[config.mk]
export PLATFORM = sky130hd
export DESIGN_NAME = balu_core
export DESIGN_NICKNAME = d
export VERILOG_FILES = /design/src/rtl/balu_pkg.sv /design/src/rtl/balu_core.sv
export SDC_FILE = /design/constraint.sdc
export NUM_CORES = 2
export LEC_CHECK = 0
export CORE_MARGIN = 2
export CORE_UTILIZATION = 55
export DETAILED_ROUTE_END_ITERATION = 8
export DONT_BUFFER_PORTS = 1
export PLACE_DENSITY = 0.78
export SLEW_MARGIN = 10
export SYNTH_ARGS = -nofsm -noshare
export SYNTH_HDL_FRONTEND = slang
export SYNTH_SLANG_ARGS = --single-unit
[constraint.sdc]
create_clock -name sys_clk -period 15.3 [get_ports sys_clk]
set_input_delay 3.06 -clock sys_clk [delete_from_list [all_inputs] [get_ports sys_clk]]
set_output_delay 3.06 -clock sys_clk [all_outputs]
set_load 0.02 [all_outputs]
[src/rtl/balu_pkg.sv]
// package: operation codes, flag layout, bus map and carrier structs
package balu_pkg;

    // ==========================================================
    // widths
    localparam int BALU_REG_COUNT = 32;
    localparam int BALU_IDX_W = 5;
    localparam int BALU_ADDR_W = 6;

    // ==========================================================
    // status flag positions
    localparam int BALU_FLAG_C = 0;
    localparam int BALU_FLAG_Z = 1;
    localparam int BALU_FLAG_N = 2;
    localparam int BALU_FLAG_V = 3;
    localparam int BALU_FLAG_S = 4;
    localparam int BALU_FLAG_H = 5;
    localparam int BALU_FLAG_T = 6;
    localparam int BALU_FLAG_I = 7;

    // ==========================================================
    // register bus map and reset values
    localparam logic [5:0] BALU_ADDR_FLAGS = 6'h20;
    localparam logic [7:0] BALU_FLAGS_RST = 8'h00;
    localparam logic [7:0] BALU_GPR_RST = 8'h00;
    localparam logic [7:0] BALU_ALL_ONES = 8'hff;
    localparam logic [4:0] BALU_PROD_LOW_IDX = 5'h00;

    // ==========================================================
    // cycle costs
    localparam logic [1:0] BALU_CYC_SINGLE = 2'h1;
    localparam logic [1:0] BALU_CYC_DOUBLE = 2'h2;

    typedef enum logic [4:0] {
        OP_ADD_REGISTERS = 5'b00000,
        OP_ADD_WITH_CARRY = 5'b00001,
        OP_WORD_ADD_IMMEDIATE = 5'b00010,
        OP_SUBTRACT_REGISTERS = 5'b00011,
        OP_SUBTRACT_IMMEDIATE = 5'b00100,
        OP_SUBTRACT_WITH_CARRY = 5'b00101,
        OP_SUBTRACT_WITH_CARRY_IMMEDIATE = 5'b00110,
        OP_WORD_SUBTRACT_IMMEDIATE = 5'b00111,
        OP_AND_REGISTERS = 5'b01000,
        OP_AND_IMMEDIATE = 5'b01001,
        OP_OR_REGISTERS = 5'b01010,
        OP_OR_IMMEDIATE = 5'b01011,
        OP_XOR_REGISTERS = 5'b01100,
        OP_ONES_COMPLEMENT = 5'b01101,
        OP_BIT_SET = 5'b01110,
        OP_BIT_CLEAR = 5'b01111,
        OP_INCREMENT = 5'b10000,
        OP_DECREMENT = 5'b10001,
        OP_TEST = 5'b10010,
        OP_CLEAR = 5'b10011,
        OP_MULTIPLY_UNSIGNED = 5'b10100,
        OP_MULTIPLY_SIGNED = 5'b10101,
        OP_MULTIPLY_SIGNED_UNSIGNED = 5'b10110,
        OP_FRAC_MULTIPLY_UNSIGNED = 5'b10111,
        OP_FRAC_MULTIPLY_SIGNED = 5'b11000,
        OP_FRAC_MULTIPLY_SIGNED_UNSIGNED = 5'b11001
    } balu_op_type;

    typedef struct packed {
        logic valid;
        balu_op_type op;
        logic [4:0] dst;
        logic [4:0] src;
        logic [7:0] imm;
    } balu_req_type;

    typedef struct packed {
        logic [5:0] addr;
        logic [7:0] wdata;
        logic wr;
        logic rd;
    } balu_bus_type;

endpackage

[src/rtl/balu_core.sv]
// byte datapath: register file, arithmetic, logic, multiply and flags
//
// Decided for this implementation: strobed register access and the register offsets.
`timescale 1ns/100ps

// Contract
// - add registers into destination, update Z C N V H, one clock.
// - add registers plus carry into destination, update Z C N V H, one clock.
// - add constant to 16-bit pair, update Z C N V S, two clocks.
// - subtract source from destination, update Z C N V H, one clock.
// - subtract constant from destination, update Z C N V H, one clock.
// - destination minus source minus carry, update Z C N V H, one clock.
// - destination minus constant minus carry, update Z C N V H, one clock.
// - subtract constant from 16-bit pair, update Z C N V S, two clocks.
// - AND with register or constant, update only Z N V, one clock.
// - OR with register or constant, update only Z N V, one clock.
// - XOR registers into destination, update Z N V, one clock.
// - complement as all-ones minus value, update Z C N V, one clock.
// - OR constant mask into destination, update Z N V, one clock.
// - AND with all-ones minus mask, update Z N V, one clock.
// - increment or decrement by one, Z N V only, carry kept, one clock.
// - test ANDs register with itself, value kept, Z N V set, one clock.
// - clear is XOR with itself giving zero, Z N V updated, one clock.
// - integer multiplies put 16-bit product in result pair, Z C, two clocks.
// - fractional multiplies shift product left one, Z C, two clocks.
module balu_core
(
    // clock and reset
    input wire logic sys_clk,
    input wire logic arst_n,
    // operation request from the decoder
    input balu_pkg::balu_req_type req,
    output logic req_ready,
    output logic done,
    output logic [1:0] done_cycles,
    // register access port
    input balu_pkg::balu_bus_type bus,
    output logic [7:0] bus_rdata,
    // status flags
    output logic [7:0] flags
);
    import balu_pkg::*;

    // ==========================================================
    // state
    typedef struct packed {
        logic [BALU_REG_COUNT-1:0][7:0] regs;
        logic [7:0] flags;
        logic busy;
        logic [4:0] pend_idx;
        logic [15:0] pend_val;
        logic [7:0] pend_flags;
        logic done;
        logic [1:0] cycles;
        logic [7:0] rdata;
    } balu_state_type;

    typedef struct packed {
        logic [7:0] res;
        logic c;
        logic h;
        logic v;
    } balu_arith_type;

    balu_state_type s_r;
    balu_state_type s_nxt;

    // ==========================================================
    // helpers
    function automatic balu_arith_type arith8(input logic [7:0] a,
        input logic [7:0] b, input logic cin, input logic sub);
        balu_arith_type o;
        logic [8:0] w;
        if (sub)
        begin
            w = {1'b0, a} - {1'b0, b} - {8'h00, cin};
            o.res = w[7:0];
            o.c = (~a[7] & b[7]) | (b[7] & o.res[7]) | (o.res[7] & ~a[7]);
            o.h = (~a[3] & b[3]) | (b[3] & o.res[3]) | (o.res[3] & ~a[3]);
            o.v = (a[7] & ~b[7] & ~o.res[7]) | (~a[7] & b[7] & o.res[7]);
        end
        else
        begin
            w = {1'b0, a} + {1'b0, b} + {8'h00, cin};
            o.res = w[7:0];
            o.c = w[8];
            o.h = (a[3] & b[3]) | (b[3] & ~o.res[3]) | (~o.res[3] & a[3]);
            o.v = (a[7] & b[7] & ~o.res[7]) | (~a[7] & ~b[7] & o.res[7]);
        end
        return o;
    endfunction

    // logic result flags: V cleared, N from bit 7, Z on zero
    function automatic logic [7:0] logic_flags(input logic [7:0] f,
        input logic [7:0] r);
        logic [7:0] o;
        o = f;
        o[BALU_FLAG_V] = 1'b0;
        o[BALU_FLAG_N] = r[7];
        o[BALU_FLAG_Z] = (r == 8'h00);
        return o;
    endfunction

    // ==========================================================
    // next state
    always_comb
    begin
        balu_arith_type ar;
        logic [7:0] a;
        logic [7:0] b;
        logic [7:0] r;
        logic [7:0] f;
        logic [15:0] wa;
        logic [15:0] wr;
        logic [16:0] wk;
        logic [15:0] prod;
        logic [15:0] mres;
        logic signed [17:0] sprod;
        logic [4:0] lo;
        logic wb;
        ar = '0;
        r = 8'h00;
        wr = 16'h0000;
        wk = 17'h0_0000;
        prod = 16'h0000;
        mres = 16'h0000;
        sprod = '0;
        wb = 1'b0;
        s_nxt = s_r;
        s_nxt.done = 1'b0;
        s_nxt.rdata = 8'h00;
        a = s_r.regs[req.dst];
        b = s_r.regs[req.src];
        f = s_r.flags;
        lo = {req.dst[4:1], 1'b0};
        wa = {s_r.regs[lo + 5'h01], s_r.regs[lo]};

        // bus read shows state before this edge
        if (bus.rd && bus.addr < BALU_ADDR_FLAGS)
        begin
            s_nxt.rdata = s_r.regs[bus.addr[4:0]];
        end
        else if (bus.rd && bus.addr == BALU_ADDR_FLAGS)
        begin
            s_nxt.rdata = s_r.flags;
        end
        if (bus.wr && bus.addr < BALU_ADDR_FLAGS)
        begin
            s_nxt.regs[bus.addr[4:0]] = bus.wdata;
        end
        else if (bus.wr && bus.addr == BALU_ADDR_FLAGS)
        begin
            s_nxt.flags = bus.wdata;
        end

        if (s_r.busy)
        begin
            // second clock of word and multiply operations
            s_nxt.regs[s_r.pend_idx] = s_r.pend_val[7:0];
            s_nxt.regs[s_r.pend_idx + 5'h01] = s_r.pend_val[15:8];
            s_nxt.flags = s_r.pend_flags;
            s_nxt.busy = 1'b0;
            s_nxt.done = 1'b1;
            s_nxt.cycles = BALU_CYC_DOUBLE;
        end
        else if (req.valid)
        begin
            s_nxt.done = 1'b1;
            s_nxt.cycles = BALU_CYC_SINGLE;
            wb = 1'b1;
            case (req.op)
                OP_ADD_REGISTERS, OP_ADD_WITH_CARRY:
                begin
                    ar = arith8(a, b, (req.op == OP_ADD_WITH_CARRY) &
                        f[BALU_FLAG_C], 1'b0);
                end
                OP_SUBTRACT_REGISTERS, OP_SUBTRACT_WITH_CARRY:
                begin
                    ar = arith8(a, b, (req.op == OP_SUBTRACT_WITH_CARRY) &
                        f[BALU_FLAG_C], 1'b1);
                end
                OP_SUBTRACT_IMMEDIATE, OP_SUBTRACT_WITH_CARRY_IMMEDIATE:
                begin
                    ar = arith8(a, req.imm,
                        (req.op == OP_SUBTRACT_WITH_CARRY_IMMEDIATE) &
                        f[BALU_FLAG_C], 1'b1);
                end
                OP_AND_REGISTERS: r = a & b;
                OP_AND_IMMEDIATE: r = a & req.imm;
                OP_OR_REGISTERS: r = a | b;
                OP_OR_IMMEDIATE: r = a | req.imm;
                OP_XOR_REGISTERS: r = a ^ b;
                OP_ONES_COMPLEMENT: r = BALU_ALL_ONES - a;
                OP_BIT_SET: r = a | req.imm;
                OP_BIT_CLEAR: r = a & (BALU_ALL_ONES - req.imm);
                OP_INCREMENT: r = a + 8'h01;
                OP_DECREMENT: r = a - 8'h01;
                OP_TEST: r = a & a;
                OP_CLEAR: r = a ^ a;
                OP_WORD_ADD_IMMEDIATE, OP_WORD_SUBTRACT_IMMEDIATE:
                begin
                    wb = 1'b0;
                    s_nxt.done = 1'b0;
                    s_nxt.busy = 1'b1;
                    s_nxt.pend_idx = lo;
                    if (req.op == OP_WORD_ADD_IMMEDIATE)
                    begin
                        wk = {1'b0, wa} + {11'h000, req.imm[5:0]};
                    end
                    else
                    begin
                        wk = {1'b0, wa} - {11'h000, req.imm[5:0]};
                    end
                    wr = wk[15:0];
                    s_nxt.pend_val = wr;
                    s_nxt.pend_flags = f;
                    s_nxt.pend_flags[BALU_FLAG_Z] = (wr == 16'h0000);
                    s_nxt.pend_flags[BALU_FLAG_N] = wr[15];
                    if (req.op == OP_WORD_ADD_IMMEDIATE)
                    begin
                        s_nxt.pend_flags[BALU_FLAG_V] = ~wa[15] & wr[15];
                        s_nxt.pend_flags[BALU_FLAG_C] = wa[15] & ~wr[15];
                    end
                    else
                    begin
                        s_nxt.pend_flags[BALU_FLAG_V] = wa[15] & ~wr[15];
                        s_nxt.pend_flags[BALU_FLAG_C] = ~wa[15] & wr[15];
                    end
                    s_nxt.pend_flags[BALU_FLAG_S] = wr[15] ^
                        s_nxt.pend_flags[BALU_FLAG_V];
                end
                OP_MULTIPLY_UNSIGNED, OP_MULTIPLY_SIGNED,
                OP_MULTIPLY_SIGNED_UNSIGNED, OP_FRAC_MULTIPLY_UNSIGNED,
                OP_FRAC_MULTIPLY_SIGNED, OP_FRAC_MULTIPLY_SIGNED_UNSIGNED:
                begin
                    wb = 1'b0;
                    s_nxt.done = 1'b0;
                    s_nxt.busy = 1'b1;
                    s_nxt.pend_idx = BALU_PROD_LOW_IDX;
                    // sign-extend per variant, keep the low 16 bits
                    case (req.op)
                        OP_MULTIPLY_SIGNED, OP_FRAC_MULTIPLY_SIGNED:
                        begin
                            sprod = $signed({{1{a[7]}}, a[7], a}) *
                                $signed({{1{b[7]}}, b[7], b});
                        end
                        OP_MULTIPLY_SIGNED_UNSIGNED,
                        OP_FRAC_MULTIPLY_SIGNED_UNSIGNED:
                        begin
                            sprod = $signed({a[7], a[7], a}) *
                                $signed({2'b00, b});
                        end
                        default:
                        begin
                            sprod = $signed({2'b00, a}) *
                                $signed({2'b00, b});
                        end
                    endcase
                    prod = sprod[15:0];
                    if (req.op == OP_FRAC_MULTIPLY_UNSIGNED ||
                        req.op == OP_FRAC_MULTIPLY_SIGNED ||
                        req.op == OP_FRAC_MULTIPLY_SIGNED_UNSIGNED)
                    begin
                        mres = {prod[14:0], 1'b0};
                    end
                    else
                    begin
                        mres = prod;
                    end
                    s_nxt.pend_val = mres;
                    s_nxt.pend_flags = f;
                    // carry is bit 15 of the product before any shift
                    s_nxt.pend_flags[BALU_FLAG_C] = prod[15];
                    s_nxt.pend_flags[BALU_FLAG_Z] = (mres == 16'h0000);
                end
                default:
                begin
                    wb = 1'b0;
                end
            endcase

            // flag update per operation group, others kept
            case (req.op)
                OP_ADD_REGISTERS, OP_ADD_WITH_CARRY,
                OP_SUBTRACT_REGISTERS, OP_SUBTRACT_IMMEDIATE,
                OP_SUBTRACT_WITH_CARRY, OP_SUBTRACT_WITH_CARRY_IMMEDIATE:
                begin
                    r = ar.res;
                    s_nxt.flags[BALU_FLAG_C] = ar.c;
                    s_nxt.flags[BALU_FLAG_H] = ar.h;
                    s_nxt.flags[BALU_FLAG_V] = ar.v;
                    s_nxt.flags[BALU_FLAG_N] = r[7];
                    // borrow chains keep Z sticky across bytes
                    if (req.op == OP_SUBTRACT_WITH_CARRY ||
                        req.op == OP_SUBTRACT_WITH_CARRY_IMMEDIATE)
                    begin
                        s_nxt.flags[BALU_FLAG_Z] = (r == 8'h00) &
                            f[BALU_FLAG_Z];
                    end
                    else
                    begin
                        s_nxt.flags[BALU_FLAG_Z] = (r == 8'h00);
                    end
                end
                OP_ONES_COMPLEMENT:
                begin
                    s_nxt.flags = logic_flags(f, r);
                    s_nxt.flags[BALU_FLAG_C] = 1'b1;
                end
                OP_INCREMENT:
                begin
                    s_nxt.flags = logic_flags(f, r);
                    s_nxt.flags[BALU_FLAG_V] = (r == 8'h80);
                end
                OP_DECREMENT:
                begin
                    s_nxt.flags = logic_flags(f, r);
                    s_nxt.flags[BALU_FLAG_V] = (r == 8'h7f);
                end
                OP_AND_REGISTERS, OP_AND_IMMEDIATE, OP_OR_REGISTERS,
                OP_OR_IMMEDIATE, OP_XOR_REGISTERS, OP_BIT_SET,
                OP_BIT_CLEAR, OP_TEST, OP_CLEAR:
                begin
                    s_nxt.flags = logic_flags(f, r);
                end
                default:
                begin
                    s_nxt.flags = s_nxt.flags;
                end
            endcase
            if (wb)
            begin
                s_nxt.regs[req.dst] = r;
            end
        end
    end

    // ==========================================================
    // registers
    always_ff @(posedge sys_clk or negedge arst_n)
    begin
        if (!arst_n)
        begin
            s_r <= '0;
            s_r.regs <= {BALU_REG_COUNT{BALU_GPR_RST}};
            s_r.flags <= BALU_FLAGS_RST;
        end
        else
        begin
            s_r <= s_nxt;
        end
    end

    // ==========================================================
    // outputs
    assign req_ready = ~s_r.busy;
    assign done = s_r.done;
    assign done_cycles = s_r.cycles;
    assign bus_rdata = s_r.rdata;
    assign flags = s_r.flags;

endmodule

After elaboration in Yosys (flattened, before gate mapping)

Cells that the tools add are included.

Register bits: 305
Input port bits: 42
Word-level logic and storage cells: 262
Output and inout bits: 20

Bitwise operators: 64
Mux-type cells: 63
Equal/unequal tests: 32
$add $sub $neg: 14
Multipliers: 3
Reductions and logical operators: 32
Magnitude comparators: 12

Operators with widths:

| kind               | count |
|---|---|
| $bwmux 256         | 4 |
| $mux 256           | 2 |
| $mux 297           | 1 |
| $mux 265           | 1 |
| $bmux 8 s5         | 4 |
| $demux 8 s5        | 4 |
| $mux 8             | 18 |
| $mux 16            | 8 |
| $pmux 8 s11        | 1 |
| $pmux 31 s2        | 1 |
| $eq 5x5->1 const B | 10 |
| $lt 5x6->1 const B | 7 |
| $eq 5x4->1 const B | 8 |
| $pmux 11 s3        | 1 |
| $and 8x8->8        | 4 |
| $bmux 8 s4         | 1 |
| $logic_not 16->1   | 2 |
| $mul 8x8->16       | 2 |
| $pmux 16 s2        | 1 |
| $and 1x1->1        | 31 |
| $mux 11            | 2 |
| $eq 5x3->1 const B | 4 |
| $ge 5x1->1 const B | 4 |
| $pmux 4 s5         | 1 |
| 39 further kinds   | 98 |

Logic depth before layout (Yosys ltp)

Depth after elaboration: 18
Mapped depth: 31

Worst setup path before layout

No wires, ideal clock.

Kind: input -> register
Start point: input req[9] (netlist bit)
End point: register s_r[12] (netlist bit)
Setup time: 129 ps
Arrival: 9335 ps
Setup slack: 5837 ps
Data required time: 15171 ps
Buffers on the path: 4
Cell stages on the path: 29
Path through: buf_6 -> buf_6 -> buf_6 -> buf_2 -> mux4_2 -> mux2i_1 -> a211oi_1 -> a21oi_2 -> inv_1 -> nand2_1 -> inv_1 -> ha_1 -> inv_1 -> fa_1 -> inv_1 -> fa_1 -> inv_1 -> fa_1 -> inv_1 -> ha_1 -> and2_1 -> a2111oi_0 -> nor3_1 -> o31ai_1 -> xnor2_1 -> a221oi_1 -> or2_2 -> a32oi_1 -> o31ai_1

Cells in the longest elaborated chain, start to end: 10
Elaborated cells on any way between the ends: 12
Classes of those cells: mul (3); mux (8); reduce/logical (1)

Ends and longest elaborated chain:

| element                              | line             | RTL |
|---|---|---|
| from (decl)                          | balu_core.sv:32  | `input balu_pkg::balu_req_type req,` |
| $bmux 8 s5 (*)                       | balu_core.sv:133 | `b = s_r.regs[req.src];` |
| $mux 8 (not written as such) (*)     | balu_core.sv:133 |  |
| $mul 8x9->16 (tied with other cells) | balu_core.sv:250 | `sprod = $signed({a[7], a[7], a}) *` |
| $pmux 16 s2 (*)                      | balu_core.sv:241 | `case (req.op)` |
| $mux 16 (*)                          | balu_core.sv:260 | `if (req.op == OP_FRAC_MULTIPLY_UNSIGNED \|\|` |
| $mux 16 (*)                          | balu_core.sv:171 | `case (req.op)` |
| $mux 16 (*)                          | balu_core.sv:166 | `else if (req.valid)` |
| $mux 16 (*)                          | balu_core.sv:156 | `if (s_r.busy)` |
| $logic_not 16->1 (*)                 | balu_core.sv:274 | `s_nxt.pend_flags[BALU_FLAG_Z] = (mres == 16'h0000);` |
| $pmux 31 s2 (*)                      | balu_core.sv:171 |  |
| to (signal assigned)                 | balu_core.sv:350 | `s_r <= s_nxt;` |
| to (decl)                            | balu_core.sv:65  | `balu_state_type s_r;` |

Every way passes the cells marked *; elsewhere a longest branch is shown, timed or not. The select of a mux whose other input is x is not followed.
A chain may end at the register's enable or synchronous reset.

Final worst setup path

Start point: input req[9] (netlist bit)
End point: register s_r[33] (netlist bit)

Cells in the longest elaborated chain, start to end: 9
Elaborated cells on any way between the ends: 11
Classes of those cells: mul (3); mux (8)

Ends and longest elaborated chain:

| element                              | line |
|---|---|
| $bmux 8 s5 (*)                       | balu_core.sv:133 |
| $mux 8 (not written as such) (*)     | balu_core.sv:133 |
| $mul 8x9->16 (tied with other cells) | balu_core.sv:250 |
| $pmux 16 s2 (*)                      | balu_core.sv:241 |
| $mux 16 (*)                          | balu_core.sv:260 |
| $mux 16 (*)                          | balu_core.sv:171 |
| $mux 16 (*)                          | balu_core.sv:166 |
| $mux 16 (*)                          | balu_core.sv:156 |
| $pmux 31 s2 (*)                      | balu_core.sv:171 |

Marked as above.

==> results by group <==
GRT
  • Initial antenna violation count: 5
  • Congestion Overflow GR: 0
  • Vias in the first global route: about 33000
  • First-pass GRT wire length: ~230000 µm
  • Largest net degree at the start of global routing: between 300 and 400
  • GRT Util Overall: 46.6%

Finish
  • Layout fillers: just under 6000
  • Area delta synth->final: 3.51%
  • Most common cell after layout, fill and taps aside: nand2_1
  • Share of layout cells above drive strength 1: 12.2%
  • Most frequent cells in the layout: nand2_1, mux2i_1, o21ai_0
  • Fin area: roughly 38000 µm²
  • NumNets Final: between 4000 and 5000
  • Core Util, Final: ~57%

Yosys
  • Dominant cells by area after synthesis: dfrtp_1, mux2i_1, mux4_2, fa_1, mux2_2
  • Ys flop type: dfrtp_1
  • Cell variety after synth: 85
  • Syn Inst Count: 4171
  • Avg Synthesized Cell Area: roughly 8.7 µm²
  • Seq/Total Area, Yosys: between 20% and 30%
  • Area leader, netlist: dfrtp_1
  • Post-synth EDFFs: 0
  • Syn Nets: 4495
  • FF+latch count, synth: a little over 300
  • Post-synth top area share: about a fifth
  • Synth async-reset ratio: between 90% and 100%
  • Mapped Area: between 30000 and 40000 µm²
  • Synth warnings: 0

Floorplan
  • Total die area: between 60000 and 70000 µm²
  • Core ar.: between 60000 and 70000 µm²
  • DIE HEIGHT: between 200 and 300 µm
  • I/O pin count: between 60 and 70
  • Die W: 261 µm
  • Starting Density: a little under three fifths
  • # rows: 94

Critical path
  • Most frequent CP cell: inv_1
  • Crit-path cells: mux4_2, nor2b_1, a211oi_1, a211oi_1, a21oi_4, inv_1, ha_1, xnor2_1, ha_1, a21oi_1, inv_1, fa_1, fa_1, inv_1, fa_1, inv_1, ha_1, o41ai_1, o31ai_1, a31oi_1, xnor2_1, a221oi_1, a2111oi_0, a221o_1
  • Crit path kind: in2reg
  • CP peak stage delay: between 1000 and 1500 ps
  • WP data arrival: around 11000 ps
  • Crit path launch type: primary input
  • CP max FO: 68
  • Req. time, crit path: 15780 ps
  • Crit path capture type: flop
  • FF-to-FF setup slack: 6730 ps
  • Crit path max-delay cell type: a221oi_1

Route
  • Overall routed net length: ~160000 µm
  • Vias per cell: roughly 7.5
  • Initial DRC count: between 6000 and 7000
  • Drt pass-1 iters: 9
  • Drt drc: 0
  • Post-route ant nets: 0
  • Routed via count: 35900
  • Wirelength per Cell: between 30 and 40 µm

Clock network
  • Clock tree buffer depth: 3
  • Post-cts gate resize count: 0
  • Clk sink count: 304
  • CTS H-tree depth: 2
  • Clock Latency Late Sink: approximately 600 ps
  • CTS root buf: clkbuf_16
  • Hold_buf cts: 0
  • CTS tree: done
  • Post-CTS Setup Bufs: 0
  • Clk slew on worst S/H paths: roughly 60 ps
  • Cts bufs inserted: 39

Min path
  • Min-Delay Path Class: reg2reg

Timing
  • Worst slew pin tran: 1450 ps
  • Final setup TNS: 0 ps
  • Final setup viols: 0
  • Slew Viols, Final: 0
  • Slew HR: 2.94%
  • FMAX: around 0.095 GHz
  • Fin crit share: between 60 and 70%
  • Final Hold Fails: 0
  • Skew final: roughly 23 ps
  • Min cycle time layout: about 11000 ps
  • Unrepaired setup endpoints after global routing: false

Power and ir drop
  • Leakage: between 15 and 20 nW
  • Worst vdd ir: about 0.00013 V
  • Pwr/cell area: just under 200 nW/µm²

Job
  • Number of max-cap violations: 0

Status
  • Status: completed

Placed design
  • Final HPWL DP: 116000 µm
  • Placed inst area: 36400 µm²
  • RD Place Congestion: 1.09
  • IO Port Bufs: 0
-- power breakdown --
| part | internal (mW) | switching [mW] |
|---|---|---|
| registers | 1.13 | 0.758 |
| logic | 1.78 | 2.73 |
| clock network | 0.532 | 0.418 |
| total | 3.44 | 3.90 |
-- Yosys cell counts (10+ instances only) --
cell and count:
mux2i_1 407, nand4_1 12, a22oi_1 31, a21oi_1 219
xnor2_1 47, nor3_1 55, o22ai_1 124, nand2_1 485
buf_2 37, and2_1 20, buf_6 12, a211oi_1 22
a221oi_1 20, o21ai_1 26, a31oi_1 21, a22o_1 29
ha_1 155, or3_1 12, fa_1 127, buf_1 34
a21o_1 21, o21bai_1 10, o31ai_1 24, o211ai_1 195
or4_1 15, nor2_1 199, xor2_1 33, nor4_1 20
clkbuf_1 274, nand2b_1 25, mux4_2 136, nand3_1 43
o21ai_0 334, mux2_2 178, dfrtp_1 304, nor2b_1 32
inv_1 254, buf_4 20
-- per-stage QoR --
step	worst slack [ps]	std cells	hold WS [ps]	total power [mW]
floorplan	5840	4171	446	4.50
global placement	4500	4721	467	5.99
detailed placement	4400	4721	473	6.06
CTS	5000	4789	485	7.03
global route	4520	4790	508	7.64
finish	4730	4792	475	7.34
-- final cells by class --
class / instances / area [µm²] / share of cell area, %
Multi-Input combinational cell: 3231 / 26300 / 69.7
Antenna cell: 2 / 5.00 / 0.0133
Sequential cell: 304 / 7610 / 20.2
Tap cell: 864 / 1080 / 2.87
Clock inverter: 15 / 174 / 0.462
Timing Repair Buffer: 64 / 493 / 1.31
Clock buffer: 53 / 1080 / 2.86
Inverter: 259 / 972 / 2.58
-- final timing paths --
check,startpoint,end,depth (start not counted)
setup / recovery,req[9],s_r[33]$_DFFE_PN0P_,24
setup reg to reg,s_r[52]$_DFF_PN0_,s_r[33]$_DFFE_PN0P_,24
hold reg to reg,s_r[17]$_DFFE_PN0P_,s_r[17]$_DFFE_PN0P_,2
max in group asynchronous,arst_n,s_r[274]$_DFF_PN0_,0
hold / removal,s_r[17]$_DFFE_PN0P_,s_r[17]$_DFFE_PN0P_,2
min in group asynchronous,arst_n,s_r[187]$_DFF_PN0_,0
-- layer usage --
metal	vias up	global-route usage (%)	wire, µm
met5	-	0	25
met4	4	30.0	13200
met3	769	20.0	26600
met2	3096	62.1	62200
met1	17300	61.5	59800
li1	14800	-	-
-- sequential cells by signal, indices dropped and copies added, names as in the netlist --
register,cells
s_r,285
bus_rdata,8
flags,8
done_cycles,2
done,1
-- logic make-up (layout without fill, tap and decap cells) --
family,Yosys count,count (layout),synth area share [%]
AO/OA/AOI/OAI,1164,1164,20.1
buffers and inverters,636,391,7.14
other,0,2,0
flip-flops,304,304,20.9
adder cells (fa/ha/maj),282,282,12.3
XOR/XNOR,82,82,2.05
AND/OR/NAND/NOR,982,982,12.3
multiplexers,721,721,25.1
-- critical path, delay by kind of cell --
family	cells	cell delay, ps
compound gates	10	4120
fa+ha+maj	6	2350
buf+inv	4	540
mux	1	530
xor+xnor	2	220
simple gates	1	150
No activity file was read; power rests on OpenSTA's default activity.
